[config.mk]
export PLATFORM = sky130hd
export DESIGN_NAME = fbl_core
export DESIGN_NICKNAME = d
export VERILOG_FILES = /design/src/rtl/fbl_pkg.sv /design/src/rtl/fbl_cond.sv /design/src/rtl/fbl_core.sv
export VERILOG_INCLUDE_DIRS = /design/src /design/src/rtl
export SDC_FILE = /design/constraint.sdc
export NUM_CORES = 1
export LEC_CHECK = 0
export BUFFER_PORTS_ARGS = -buffer_cell sky130_fd_sc_hd__buf_4
export CORE_MARGIN = 2
export CORE_UTILIZATION = 42
export CTS_BUF_LIST = sky130_fd_sc_hd__clkbuf_8
export DETAILED_ROUTE_END_ITERATION = 10
export GPL_TIMING_DRIVEN = 0
export PLACE_DENSITY = 0.75
export SLEW_MARGIN = 10
export SYNTH_ARGS = -nofsm -noshare
export SYNTH_HDL_FRONTEND = slang
export SYNTH_SLANG_ARGS = --single-unit
export TNS_END_PERCENT = 20
[constraint.sdc]
create_clock -name core_clk -period 16.13 [get_ports core_clk]
set_input_delay 2.4195 -clock core_clk [delete_from_list [all_inputs] [get_ports core_clk]]
set_output_delay 2.4195 -clock core_clk [all_outputs]
set_load 0.05 [all_outputs]
[src/rtl/fbl_defs.svh]
// Constants for the flag and branch logic of the 8-bit core.
// Assumes inclusion by bare name from rtl/ files only.
// Function
// - Advance PC to return address before push
// - Relative call 2 bytes, one cycle faster; here it takes the same cycles as the absolute call
// - Trap stacks state, vectors from FFFA/FFFB
// - Trap return restores stacked state
// - Idle instr stacks state then waits
// - Failed test falls through, success branches
// - Negative/positive branches test sign flag
// - Equal/unequal branches test zero flag
// - Overflow branches test overflow flag
// - Carry branches test carry flag
// - Higher needs C and Z clear
// - Less/ge use sign XOR overflow
// - Less-equal adds zero flag to less
// - Six-bit flags: H I N Z V C
// - Half-carry from add ops only
// - Mask set on entry/set op, cleared unmask
// - Sign copies bit 7, zero on zero result
// - Overflow and carry from arithmetic
// - Opcode 06 loads flags, 07 reads them
// - Opcodes 0B,0A,0D,0C touch overflow or carry
// - Opcodes 0F,0E set and clear mask
// - Signed pairs -128..+127, unsigned 00..FF
// - While idle, float buses, valid addr low
// - Idle exit sets mask; masked needs NMI
// - Branch target is PC+2 plus signed offset
`ifndef FBL_DEFS_SVH
`define FBL_DEFS_SVH
`define FBL_BIT_H 5
`define FBL_BIT_I 4
`define FBL_BIT_N 3
`define FBL_BIT_Z 2
`define FBL_BIT_V 1
`define FBL_BIT_C 0
`define FBL_FLAGS_RST 6'h10
`define FBL_TRAP_VEC_HI 16'hFFFA
`define FBL_TRAP_VEC_LO 16'hFFFB
`define FBL_OP_CLR_C 8'h0C
`define FBL_OP_CLR_V 8'h0A
`define FBL_OP_SET_V 8'h0B
`define FBL_OP_SET_C 8'h0D
`define FBL_OP_UNMASK 8'h0E
`define FBL_OP_MASK 8'h0F
`define FBL_OP_ACC_TO_FLAGS 8'h06
`define FBL_OP_FLAGS_TO_ACC 8'h07
`define FBL_OP_BR_LO 4'h2
`define FBL_OP_CALL_REL 8'h8D
`define FBL_OP_CALL_ABS 8'hBD
`define FBL_OP_TRAP 8'h3F
`define FBL_OP_IDLE 8'h3E
`define FBL_OP_TRET 8'h3B
`define FBL_LEN_REL 3'h2
`define FBL_LEN_ABS 3'h3
`define FBL_PUSH_PC 3'h2
`define FBL_PUSH_ALL 3'h7
`endif

[src/rtl/fbl_pkg.sv]
// Types for the flag and branch logic.
// Assumes nothing beyond the constants header.
package fbl_pkg;
	typedef struct packed {
		logic h;
		logic i;
		logic n;
		logic z;
		logic v;
		logic c;
	} fbl_flags_s;

	typedef enum logic [3:0] {
		FBL_ALU_NONE  = 4'h0,
		FBL_ALU_ADD   = 4'h1,
		FBL_ALU_ADC   = 4'h2,
		FBL_ALU_SUM   = 4'h3,
		FBL_ALU_SUB   = 4'h4,
		FBL_ALU_LOGIC = 4'h5
	} fbl_alu_e;

	typedef struct packed {
		logic       valid;
		fbl_alu_e   op;
		logic [7:0] res;
		logic       c;
		logic       v;
		logic       h;
	} fbl_alu_s;

	typedef enum logic [6:0] {
		FBL_ST_RUN   = 7'h01,
		FBL_ST_PUSH  = 7'h02,
		FBL_ST_VHI   = 7'h04,
		FBL_ST_VLO   = 7'h08,
		FBL_ST_PULL  = 7'h10,
		FBL_ST_IDLE  = 7'h20,
		FBL_ST_FETCH = 7'h40
	} fbl_state_e;
endpackage

[src/rtl/fbl_cond.sv]
// Branch condition evaluator: low opcode nibble against current flags.
// Assumes the flags arrive already updated by the prior instruction.
`timescale 1ns/1ps
`include "fbl_defs.svh"
module fbl_cond (
	input  wire logic [3:0] sel,
	input  wire logic [5:0] flags,
	output logic            taken
);
	logic n;
	logic z;
	logic v;
	logic c;
	logic lt;
	logic base;

	always_comb begin
		n = flags[`FBL_BIT_N];
		z = flags[`FBL_BIT_Z];
		v = flags[`FBL_BIT_V];
		c = flags[`FBL_BIT_C];
		// Signed ordering over -128..+127
		lt = n ^ v;
		// Even codes test the true sense, odd ones invert
		case (sel[3:1])
			3'h0: base = 1'b1;
			3'h1: base = ~(c | z);
			3'h2: base = ~c;
			3'h3: base = ~z;
			3'h4: base = ~v;
			3'h5: base = ~n;
			3'h6: base = ~lt;
			3'h7: base = ~(z | lt);
			default: base = 1'b0;
		endcase
		taken = sel[0] ? ~base : base;
		if (sel == 4'h1)
			taken = 1'b0;
	end
endmodule

[src/rtl/fbl_core.sv]
// Flag register and control-flow sequencer of the 8-bit core.
// Assumes an external decoder presents one opcode at a time with its
// operands, and that memory answers a read in the cycle after request.
`timescale 1ns/1ps
`include "fbl_defs.svh"
module fbl_core (
	input  wire logic              core_clk,
	input  wire logic              rst_n,
	input  wire logic              op_valid,
	input  wire logic [7:0]        opcode,
	input  wire logic [15:0]       op_pc,
	input  wire logic [15:0]       op_operand,
	input  wire logic [7:0]        acc_a,
	input  wire fbl_pkg::fbl_alu_s alu,
	input  wire logic              irq_n,
	input  wire logic              nmi_n,
	input  wire logic [7:0]        mem_rdata,
	input  wire logic [5:0]        stacked_flags,
	output logic                   op_ready,
	output logic [5:0]             flag_register,
	output logic [7:0]             flags_to_acc,
	output logic                   pc_load,
	output logic [15:0]            pc_next,
	output logic                   push_req,
	output logic [15:0]            push_pc,
	output logic [2:0]             push_count,
	output logic                   pull_req,
	output logic                   mem_rd,
	output logic [15:0]            mem_addr,
	output logic                   valid_addr_flag,
	output logic                   bus_oe,
	output logic [2:0]             instr_len
);
	fbl_pkg::fbl_flags_s flags_q;
	fbl_pkg::fbl_flags_s flags_d;
	fbl_pkg::fbl_state_e state_q;
	fbl_pkg::fbl_state_e state_d;
	logic [2:0]  irq_sync_q;
	logic [2:0]  nmi_sync_q;
	logic        irq_q;
	logic        nmi_q;
	logic        br_taken;
	logic        is_branch;
	logic [15:0] ret_pc;
	logic [15:0] br_target;
	logic [7:0]  vec_hi_q;
	logic        accept;
	logic        idle_q;
	logic        is_call;

	assign accept = op_valid && state_q == fbl_pkg::FBL_ST_RUN;
	assign op_ready = state_q == fbl_pkg::FBL_ST_RUN;
	assign is_branch = opcode[7:4] == `FBL_OP_BR_LO;
	assign is_call = opcode == `FBL_OP_CALL_REL ||
	    opcode == `FBL_OP_CALL_ABS;

	fbl_cond u_cond (
		.sel   (opcode[3:0]),
		.flags (flags_q),
		.taken (br_taken)
	);

	// Pins are asynchronous: three stages, change seen when last two agree
	always_ff @(posedge core_clk) begin
		if (!rst_n) begin
			irq_sync_q <= 3'h7;
			nmi_sync_q <= 3'h7;
			irq_q      <= 1'b0;
			nmi_q      <= 1'b0;
		end else begin
			irq_sync_q <= {irq_sync_q[1:0], irq_n};
			nmi_sync_q <= {nmi_sync_q[1:0], nmi_n};
			if (irq_sync_q[1] == irq_sync_q[2])
				irq_q <= ~irq_sync_q[2];
			if (nmi_sync_q[1] == nmi_sync_q[2])
				nmi_q <= ~nmi_sync_q[2];
		end
	end

	// Return address is past the whole call/trap encoding
	always_comb begin
		instr_len = 3'h1;
		if (is_branch || opcode == `FBL_OP_CALL_REL)
			instr_len = `FBL_LEN_REL;
		else if (opcode == `FBL_OP_CALL_ABS)
			instr_len = `FBL_LEN_ABS;
		ret_pc = op_pc + {13'h0000, instr_len};
		br_target = ret_pc + {{8{op_operand[7]}}, op_operand[7:0]};
	end

	// Flag update; registered, so the next branch sees it from the following cycle
	always_comb begin
		flags_d = flags_q;
		if (accept && alu.valid && alu.op != fbl_pkg::FBL_ALU_NONE) begin
			flags_d.n = alu.res[7];
			flags_d.z = alu.res == 8'h00;
			if (alu.op != fbl_pkg::FBL_ALU_LOGIC) begin
				flags_d.v = alu.v;
				flags_d.c = alu.c;
			end else
				flags_d.v = 1'b0;
			if (alu.op == fbl_pkg::FBL_ALU_ADD ||
			    alu.op == fbl_pkg::FBL_ALU_ADC ||
			    alu.op == fbl_pkg::FBL_ALU_SUM)
				flags_d.h = alu.h;
		end
		if (accept) begin
			case (opcode)
				`FBL_OP_CLR_C: flags_d.c = 1'b0;
				`FBL_OP_SET_C: flags_d.c = 1'b1;
				`FBL_OP_CLR_V: flags_d.v = 1'b0;
				`FBL_OP_SET_V: flags_d.v = 1'b1;
				`FBL_OP_UNMASK: flags_d.i = 1'b0;
				`FBL_OP_MASK: flags_d.i = 1'b1;
				`FBL_OP_ACC_TO_FLAGS: flags_d = acc_a[5:0];
				default: ;
			endcase
		end
		// Stacked state reloaded, mask included
		if (state_q == fbl_pkg::FBL_ST_PULL)
			flags_d = stacked_flags;
		// Software or hardware entry masks further interrupts
		if (state_q == fbl_pkg::FBL_ST_PUSH && !idle_q)
			flags_d.i = 1'b1;
		if (state_q == fbl_pkg::FBL_ST_IDLE &&
		    (nmi_q || (irq_q && !flags_q.i)))
			flags_d.i = 1'b1;
	end

	always_ff @(posedge core_clk) begin
		if (!rst_n)
			flags_q <= `FBL_FLAGS_RST;
		else
			flags_q <= flags_d;
	end

	always_comb begin
		state_d = state_q;
		case (state_q)
			fbl_pkg::FBL_ST_RUN: begin
				if (accept && (opcode == `FBL_OP_TRAP ||
				    opcode == `FBL_OP_IDLE))
					state_d = fbl_pkg::FBL_ST_PUSH;
				else if (accept && opcode == `FBL_OP_TRET)
					state_d = fbl_pkg::FBL_ST_PULL;
			end
			fbl_pkg::FBL_ST_PUSH:
				state_d = idle_q ?
				    fbl_pkg::FBL_ST_IDLE : fbl_pkg::FBL_ST_VHI;
			fbl_pkg::FBL_ST_VHI: state_d = fbl_pkg::FBL_ST_VLO;
			fbl_pkg::FBL_ST_VLO: state_d = fbl_pkg::FBL_ST_FETCH;
			fbl_pkg::FBL_ST_FETCH: state_d = fbl_pkg::FBL_ST_RUN;
			fbl_pkg::FBL_ST_PULL: state_d = fbl_pkg::FBL_ST_RUN;
			fbl_pkg::FBL_ST_IDLE:
				// Masked request cannot end the wait
				if (nmi_q || (irq_q && !flags_q.i))
					state_d = fbl_pkg::FBL_ST_RUN;
			default: state_d = fbl_pkg::FBL_ST_RUN;
		endcase
	end

	always_ff @(posedge core_clk) begin
		if (!rst_n)
			state_q <= fbl_pkg::FBL_ST_RUN;
		else
			state_q <= state_d;
	end

	// High vector byte held until the low one arrives
	always_ff @(posedge core_clk) begin
		if (!rst_n)
			vec_hi_q <= 8'h00;
		else if (state_q == fbl_pkg::FBL_ST_VLO)
			vec_hi_q <= mem_rdata;
	end

	// Latched at acceptance: the decoder may move on during the sequence
	always_ff @(posedge core_clk) begin
		if (!rst_n)
			idle_q <= 1'b0;
		else if (accept)
			idle_q <= opcode == `FBL_OP_IDLE;
	end

	// Status copy for the accumulator; flags stay as they are
	always_ff @(posedge core_clk) begin
		if (!rst_n)
			flags_to_acc <= 8'h00;
		else if (accept && opcode == `FBL_OP_FLAGS_TO_ACC)
			flags_to_acc <= {2'h3, flags_q};
	end

	// Program counter redirect: branch, call or trap vector
	always_ff @(posedge core_clk) begin
		if (!rst_n) begin
			pc_load <= 1'b0;
			pc_next <= 16'h0000;
		end else begin
			pc_load <= 1'b0;
			if (accept && is_branch) begin
				pc_load <= 1'b1;
				// Fall through or jump
				pc_next <= br_taken ? br_target : ret_pc;
			end
			if (accept && is_call) begin
				pc_load <= 1'b1;
				pc_next <= opcode == `FBL_OP_CALL_REL ?
				    br_target : op_operand;
			end
			if (state_q == fbl_pkg::FBL_ST_FETCH) begin
				pc_load <= 1'b1;
				pc_next <= {vec_hi_q, mem_rdata};
			end
		end
	end

	// Stack push: the return address is already advanced here
	always_ff @(posedge core_clk) begin
		if (!rst_n) begin
			push_req   <= 1'b0;
			push_pc    <= 16'h0000;
			push_count <= 3'h0;
		end else begin
			push_req <= 1'b0;
			if (accept && is_call) begin
				push_req   <= 1'b1;
				push_pc    <= ret_pc;
				push_count <= `FBL_PUSH_PC;
			end
			if (accept && (opcode == `FBL_OP_TRAP ||
			    opcode == `FBL_OP_IDLE)) begin
				push_req   <= 1'b1;
				push_pc    <= ret_pc;
				push_count <= `FBL_PUSH_ALL;
			end
		end
	end

	// Stack pull request for the trap return
	always_ff @(posedge core_clk) begin
		if (!rst_n)
			pull_req <= 1'b0;
		else
			pull_req <= accept && opcode == `FBL_OP_TRET;
	end

	always_comb begin
		mem_rd   = state_q == fbl_pkg::FBL_ST_VHI ||
		    state_q == fbl_pkg::FBL_ST_VLO;
		mem_addr = state_q == fbl_pkg::FBL_ST_VLO ?
		    `FBL_TRAP_VEC_LO : `FBL_TRAP_VEC_HI;
		// Buses released while waiting
		bus_oe          = state_q != fbl_pkg::FBL_ST_IDLE;
		valid_addr_flag = state_q != fbl_pkg::FBL_ST_IDLE;
	end

	assign flag_register = flags_q;
endmodule

==> out/metrics.yaml, run 1 <==
outcome: "finished clean"
tns_ps: 0
critPathArrivalTime_ps: 8090
finalHoldViolations: 0
synthTopCellsByCount: "dfxtp_1, nand2_1, nor2_1"
critPathRequiredTime_ps: 16380
cts_resized: 0
yosysMostFrequentCell: "dfxtp_1"
cts_sinks: 74
ctsHoldBuffers: 0
crit_fanout: 10
reg2reg_depth: 9
synth-compound-area-share: 0.215
synth_edf_count: 0
place_hpwl_mm: 12.8
rsz0062_at_grt: "false"
place_congestion: 0.894
cts.clk_slew.worst_paths_ps: 90
drt-wirelength-per-cell_um: 17.5
syn_area_per_cell_um2: 8.00
yosys-top-cells-area: "dfxtp_1, nand2_1, ha_1"
cts_buffers: 9
fin_crit_ps: 7840
muxShareOfSynthArea: 0.0497
critical_path_class: "primary input to flip-flop"
async_reset_ff_frac: 0
hp-class: "flip-flop to flip-flop"
syn_area_mm2: 0.00488
grt_max_degree: 19
final_nets: 875
grt_pass1_vias: 4893
p_per_area_mw_per_mm2: 78.3
grt_usage: 0.253
vias: 5060
setup_violations: 0
synth_seq_cells: 74
synth-xor-area-share: 0.0556
syn_to_final_growth_pct: 30.3
die_h_um: 112
synth_top_cell_area_share: 0.303
core_mm2: 0.0114
endpoint_kind: "flip-flop"
die_w_um: 112
cts_tree: "done"
reg2reg_slack_ps: 12780
drtIter0Drc: 368
via_per_inst: 5.51
holdCritStartpoint: "irq_sync_q[0]$_SDFF_PN1_"
fin_crit_sh: 0.486
io_buffer_count: 135
dr.pass1.iters: 8
synthSimpleGateAreaFrac: 0.250
cp-start-kind: "primary input"
drv_cap: 0
diodes: 0
yosysTopAreaCell: "dfxtp_1"
worstMarginPinSlew_ps: 1020
yosys_warnings: 0
cts-root-buf: "clkbuf_8"
maxSlewViolCount: 0
synth_flop_cell: "dfxtp_1"
peakVddDrop_uv: 62.3
max_freq_ghz: 0.128
worst_clock_skew_ps: 11.8
reg2reg_from: "state_q[3]$_SDFFE_PN0P_"
io_pins: 158
synth-adder-area-share: 0.0595
overflow: 0
routed_wirelength_mm: 16.0
start_util: 0.429
dieArea_mm2: 0.0125
drive_above_1_share: 0.239
drc_errors: 0
antenna_found_initial: 0
yosysSeqAreaShare: 0.303
whs_ps: 414
num_rows: 39
post_cts_buffers: 0
slew_headroom: 0.316
hold_end: "irq_sync_q[1]$_SDFF_PN1_"
grt_pass1_wl_mm: 25.3
h-tree-depth: 3
synth_cells: 610
clk_latency_ps: 360
clock_path_buffers: 2
hold_path_depth: 1
ys_types: 69
synth_top_family_by_area: "simple AND/OR/NAND/NOR gates"
leakage_nw: 2.84
ant_nets: 0
worstReg2RegEnd: "pc_next[4]$_SDFFE_PN0P_"
[critical path: stages]
cell	delay (ps)
clkbuf_1	300
nand4b_1	210
or2_2	360
o31ai_1	580
inv_1	200
fa_1	460
nand3b_1	210
nor2_1	180
and2_1	250
nand2_1	90
xor2_1	310
inv_1	90
ha_1	350
a21o_1	200
a211oi_1	310
a2bb2oi_1	180
o21ai_0	140
o41a_1	480
and3_1	220
o31ai_1	230
a21oi_1	90
o221a_2	220
[where the power goes]
group / leakage, nW / switching (W) / internal (W)
Combinational: 2.12 / 0.0000841 / 0.0000553
Sequential: 0.598 / 0.00000369 / 0.000186
Clock: 0.118 / 0.0000753 / 0.0000935
[final cells by class]
class / instances / area (um^2)
Sequential cell: 74 / 1480
Buffer: 48 / 255
Fill cell: 1072 / 5010
Clock inverter: 6 / 95.1
Inverter: 18 / 67.6
Timing Repair Buffer: 135 / 1010
Clock buffer: 10 / 138
Multi-Input combinational cell: 484 / 3130
Tap cell: 143 / 179
[metal layers]
layer | wire length [um] | global-route usage | vias to the layer above
met1 | 6540 | 0.309 | 2318
met2 | 7760 | 0.444 | 224
met3 | 1410 | 0.0610 | 27
met4 | 320 | 0.0733 | 0
li1 | - | - | 2491
met5 | 0 | 0 | -
[state kept, by name, summed over array words and instances, names as in the netlist]
register	count
pc_next	16
push_pc	16
vec_hi_q	8
flags_to_acc	7
state_q	7
flag_register	6
irq_sync_q	3
nmi_sync_q	3
push_count	2
idle_q	1
irq_q	1
nmi_q	1
pc_load	1
pull_req	1
push_req	1
[cells by family (layout without fill, tap and decap cells)]
kind of cell,Yosys count,after routing
fa+ha+maj,22,22
simple gates,238,238
flops,74,74
compound gates,153,153
xor+xnor,31,31
other cells,2,16
buf+inv,66,217
mux,24,24
[worst max-delay path by stage]
stage | startpoint | to | slack (ps) | depth (start not counted)
floorplan | opcode[0] | pc_next[15]$_SDFFE_PN0P_ | 7760 | 22
global placement | opcode[0] | pc_next[15]$_SDFFE_PN0P_ | 8020 | 22
detailed placement | opcode[0] | pc_next[15]$_SDFFE_PN0P_ | 7920 | 22
CTS | opcode[0] | pc_next[15]$_SDFFE_PN0P_ | 8280 | 22
global route | opcode[0] | pc_next[15]$_SDFFE_PN0P_ | 7740 | 22
finish | opcode[0] | pc_next[15]$_SDFFE_PN0P_ | 8290 | 22
[per-stage QoR]
stage | setup slack [ps] | instance area [um^2] | std cells | total power (W) | utilization
after global routing | 7740 | 6360 | 918 | 0.000521 | 0.559
after CTS | 8280 | 6360 | 918 | 0.000499 | 0.559
after floorplan | 7760 | 4930 | 624 | 0.000286 | -
final | 8290 | 6360 | 918 | 0.000498 | 0.559
after global placement | 8020 | 6130 | 902 | 0.000330 | 0.539
after detailed placement | 7920 | 6130 | 902 | 0.000332 | 0.539
[cell usage in the layout, fill, tap and decap left out, types with 20 or more instances in the layout]
cell	Yosys	routed
nor2b_1	20	20
ha_1	20	20
a21oi_1	41	41
buf_4	19	154
mux2i_1	22	22
dfxtp_1	74	74
o21ai_0	26	26
nand2_1	69	69
nor3_1	21	21
clkbuf_1	25	25
nor2_1	46	46
(Power assumes the default switching activity.)
==> run 2: changes to the inputs <==
--- a/config.mk
+++ b/config.mk
@@ -12,7 +12,7 @@
 export CTS_BUF_LIST = sky130_fd_sc_hd__clkbuf_8
 export DETAILED_ROUTE_END_ITERATION = 10
 export GPL_TIMING_DRIVEN = 0
-export PLACE_DENSITY = 0.75
+export PLACE_DENSITY = 0.78
 export SLEW_MARGIN = 10
 export SYNTH_ARGS = -nofsm -noshare
 export SYNTH_HDL_FRONTEND = slang
==> constraint.sdc (replaced) <==
create_clock -name core_clk -period 6.7 [get_ports core_clk]
set_input_delay 1.005 -clock core_clk [delete_from_list [all_inputs] [get_ports core_clk]]
set_output_delay 1.005 -clock core_clk [all_outputs]
set_load 0.05 [all_outputs]
==> out/metrics.yaml, run 2 (synthesized netlist as in run 1, its figures left out) <==
via_per_inst: 5.49
reg2reg_slack_ps: 3370
core_mm2: 0.0114
p_per_area_mw_per_mm2: 182
cts_tree: "done"
drv_cap: 0
num_rows: 39
place_congestion: 0.924
holdCritStartpoint: "irq_sync_q[0]$_SDFF_PN1_"
antenna_found_initial: 0
diodes: 0
dp.cells: 902
cts_resized: 0
reg2reg_from: "state_q[3]$_SDFFE_PN0P_"
clk_latency_ps: 350
slew_headroom: 0.349
overflow: 0
hp-class: "flip-flop to flip-flop"
setup_violations: 0
fin_cells: 918
leakage_nw: 2.82
grt_pass1_wl_mm: 23.8
dr.pass1.iters: 5
outcome: "finished clean"
drt-wirelength-per-cell_um: 16.4
placed_cell_area_mm2: 0.00613
clock_path_buffers: 2
die_h_um: 112
critPathArrivalTime_ps: 6340
crit_fanout: 8
critPathRequiredTime_ps: 6940
start_util: 0.429
cts.clk_slew.worst_paths_ps: 90
peakVddDrop_uv: 140
ant_nets: 0
fin_crit_sh: 0.911
io_pins: 158
mostFrequentLayoutCells: "buf_4, dfxtp_1, nand2_1"
grt_usage: 0.236
worstMarginPinSlew_ps: 973
endpoint_kind: "flip-flop"
cts_buffers: 9
ctsHoldBuffers: 0
final_nets: 875
max_freq_ghz: 0.164
rsz0062_at_grt: "false"
io_buffer_count: 135
vias: 5043
drive_above_1_share: 0.241
finalHoldViolations: 0
fill_cells: 1084
syn_to_final_growth_pct: 29.9
multi_input_area_mm2: 0.00314
maxSlewViolCount: 0
routed_wirelength_mm: 15.1
fin_crit_ps: 6100
worst_clock_skew_ps: 11.6
seq_area_mm2: 0.00148
tns_ps: 0
critical_path_class: "primary input to flip-flop"
drtIter0Drc: 370
die_w_um: 112
cts-root-buf: "clkbuf_8"
final_common_cell: "buf_4"
post_cts_buffers: 0
drc_errors: 0
startpoint: "opcode[1]"
place_hpwl_mm: 12.0
h-tree-depth: 3
cts_sinks: 74
reg_top3: "pc_next (16), push_pc (16), vec_hi_q (8)"
grt_pass1_vias: 4730
dieArea_mm2: 0.0125
fin_area_mm2: 0.00634
cp-start-kind: "primary input"
whs_ps: 405
grt_max_degree: 19
run 2: power by group:
part           internal [W]  switching, W  total (W)
clock              0.000179      0.000187   0.000366
combinational      0.000133      0.000198   0.000331
sequential         0.000448    0.00000924   0.000458
run 2: final cells by class:
type | instances | share of cell area
Buffer | 48 | 0.0404
Clock buffer | 9 | 0.0195
Clock inverter | 7 | 0.0134
Inverter | 18 | 0.0107
Multi-Input combinational cell | 484 | 0.494
Sequential cell | 74 | 0.234
Tap cell | 143 | 0.0282
Timing Repair Buffer | 135 | 0.160
run 2: final timing paths:
kind / end / depth (start not counted)
hold reg to reg: irq_sync_q[1]$_SDFF_PN1_ / 1
setup / recovery: pc_next[15]$_SDFFE_PN0P_ / 22
setup reg to reg: pc_next[4]$_SDFFE_PN0P_ / 9
hold / removal: irq_sync_q[1]$_SDFF_PN1_ / 1
run 2: worst max-delay path, cell delays in order:
cell and delay [ps]:
clkbuf_1 170, nand4b_1 280, or2_2 370, o31ai_2 380, inv_1 160, fa_1 450, nand3b_1 210, nor2_1 180
and2_1 240, nand2_1 90, xor2_1 300, inv_1 80, ha_1 350, a21o_1 200, a211oi_1 290, a2bb2oi_1 170
o21ai_0 130, o41a_1 460, and3_1 210, o31ai_1 250, a21oi_1 110, o221a_2 240
run 2: through the flow:
step	worst slack [ps]	util	total power, W
2_1_floorplan	380	-	0.000689
3_3_place_gp	308	0.539	0.000791
6_report	599	0.558	0.00115
4_1_cts	624	0.558	0.00116
3_5_place_dp	292	0.539	0.000795
5_1_grt	195	0.558	0.00121
run 2: layer usage:
metal | wire (um) | vias up | GRT usage | share of wire
li1 | - | 2486 | - | -
met5 | 0 | - | 0 | 0
met4 | 318 | 0 | 0.0568 | 0.021
met1 | 6340 | 2284 | 0.300 | 0.42
met2 | 7090 | 241 | 0.404 | 0.47
met3 | 1320 | 32 | 0.0577 | 0.087
==> run 3: changes to the inputs <==
--- a/config.mk
+++ b/config.mk
@@ -12,7 +12,7 @@
 export CTS_BUF_LIST = sky130_fd_sc_hd__clkbuf_8
 export DETAILED_ROUTE_END_ITERATION = 10
 export GPL_TIMING_DRIVEN = 0
-export PLACE_DENSITY = 0.78
+export PLACE_DENSITY = 0.71
 export SLEW_MARGIN = 10
 export SYNTH_ARGS = -nofsm -noshare
 export SYNTH_HDL_FRONTEND = slang
==> out/metrics.yaml, run 3 (synthesized netlist as in run 1, its figures left out) <==
routed_wirelength_mm: 16.0
drive_above_1_share: 0.241
cts-root-buf: "clkbuf_8"
slowest_stage: "o41a_1"
endpoint_kind: "flip-flop"
cts_buffers: 9
mostFrequentLayoutCells: "buf_4, dfxtp_1, nand2_1"
critPathArrivalTime_ps: 6510
start_util: 0.429
io_buffer_count: 135
outcome: "finished clean"
vias: 5029
hp-class: "flip-flop to flip-flop"
worstReg2RegEnd: "pc_next[5]$_SDFFE_PN0P_"
final_nets: 875
whs_ps: 414
diodes: 0
grt_usage: 0.251
ctsHoldBuffers: 0
io_pins: 158
place_hpwl_mm: 12.9
via_per_inst: 5.48
clock_path_buffers: 2
crit_fanout: 8
drv_cap: 0
fin_area_mm2: 0.00633
reg2reg_depth: 9
reg2reg_from: "state_q[3]$_SDFFE_PN0P_"
cp_cell_sequence: "clkbuf_1 > nand4b_1 > or2_2 > o31ai_2 > inv_1 > fa_1 > nand3b_1 > nor2_1 > and2_1 > nand2_1 > xor2_1 > inv_1 > ha_1 > a21o_1 > a211oi_1 > a2bb2oi_1 > o21ai_0 > o41a_1 > and3_1 > o31ai_1 > a21oi_1 > o221a_2"
worstMarginPinSlew_ps: 1090
grt_max_degree: 19
maxSlewViolCount: 0
hold_path_depth: 1
place_congestion: 0.913
drt-wirelength-per-cell_um: 17.5
tns_ps: 0
placed_cell_area_mm2: 0.00613
reg_top3: "pc_next (16), push_pc (16), vec_hi_q (8)"
die_h_um: 112
core_mm2: 0.0114
startpoint: "opcode[1]"
worst_clock_skew_ps: 9.97
fin_crit_ps: 6270
cts_resized: 0
finalHoldViolations: 0
cp-start-kind: "primary input"
peakVddDrop_uv: 119
max_freq_ghz: 0.160
leakage_nw: 2.82
num_rows: 39
clk_latency_ps: 350
holdCritStartpoint: "irq_sync_q[0]$_SDFF_PN1_"
drtIter0Drc: 318
final_common_cell: "buf_4"
critPathRequiredTime_ps: 6940
drc_errors: 0
cts.clk_slew.worst_paths_ps: 80
dp.cells: 902
fill_cells: 1082
die_w_um: 112
cpPeakStageDelay_ps: 470
grt_pass1_vias: 4952
overflow: 0
slew_headroom: 0.274
h-tree-depth: 3
reg2reg_slack_ps: 3350
rsz0062_at_grt: "false"
fin_crit_sh: 0.935
critical_path_class: "primary input to flip-flop"
setup_violations: 0
cts_tree: "done"
ant_nets: 0
dr.pass1.iters: 5
hold_end: "irq_sync_q[1]$_SDFF_PN1_"
cts_sinks: 74
grt_pass1_wl_mm: 25.1
post_cts_buffers: 0
fin_cells: 918
antenna_found_initial: 0
syn_to_final_growth_pct: 29.7
crit_top_cell: "inv_1"
dieArea_mm2: 0.0125
p_per_area_mw_per_mm2: 181
-- run 3: cell types whose count changed in the layout (fill, tap and decap cells not counted) --
cell / before / now
inv_6: 1 / 2
inv_8: 2 / 0
clkinv_2: 0 / 1
-- run 3: where the power goes --
| part | internal, W | total (W) | switching [W] |
|---|---|---|---|
| Clock | 0.000174 | 0.000354 | 0.000179 |
| Sequential | 0.000448 | 0.000457 | 0.00000910 |
| Combinational | 0.000133 | 0.000336 | 0.000203 |
| Total | 0.000756 | 0.00115 | 0.000391 |
-- run 3: critical path: cells and delay by family --
kind | cells | cell delay [ps]
AOI/OAI and AO/OA | 9 | 2340
and+or+nand+nor | 7 | 1580
adders and majority gates | 2 | 800
buffers and inverters | 3 | 420
xor gates and xnor gates | 1 | 350
-- run 3: cell type report --
cell class | count | area (um^2) | share of cell area
Buffer | 48 | 256 | 0.0405
Clock buffer | 9 | 124 | 0.0196
Clock inverter | 7 | 76.3 | 0.0121
Inverter | 18 | 67.6 | 0.0107
Multi-Input combinational cell | 484 | 3140 | 0.495
Sequential cell | 74 | 1480 | 0.234
Tap cell | 143 | 179 | 0.0282
Timing Repair Buffer | 135 | 1010 | 0.160
-- run 3: per-stage QoR --
step	setup slack, ps	utilization	power, W
detailed placement	64.9	0.539	0.000802
global route	66.5	0.557	0.00120
floorplan	380	-	0.000689
global placement	144	0.539	0.000796
CTS	428	0.557	0.00115
finish	433	0.557	0.00115
-- run 3: worst max path at each step --
| stage | endpoint | slack (ps) | cells past startpoint |
|---|---|---|---|
| 4_1_cts | pc_next[15]$_SDFFE_PN0P_ | 430 | 22 |
| 2_1_floorplan | pc_next[15]$_SDFFE_PN0P_ | 380 | 22 |
| 5_1_grt | pc_next[15]$_SDFFE_PN0P_ | 70 | 22 |
| 3_3_place_gp | pc_next[15]$_SDFFE_PN0P_ | 140 | 22 |
| 6_report | pc_next[15]$_SDFFE_PN0P_ | 430 | 22 |
| 3_5_place_dp | pc_next[15]$_SDFFE_PN0P_ | 60 | 22 |
-- run 3: metal layers --
layer | wire length (um) | track usage
met3 | 1120 | 0.0572
met2 | 7760 | 0.445
met4 | 425 | 0.0733
met1 | 6730 | 0.304
met5 | 0 | 0
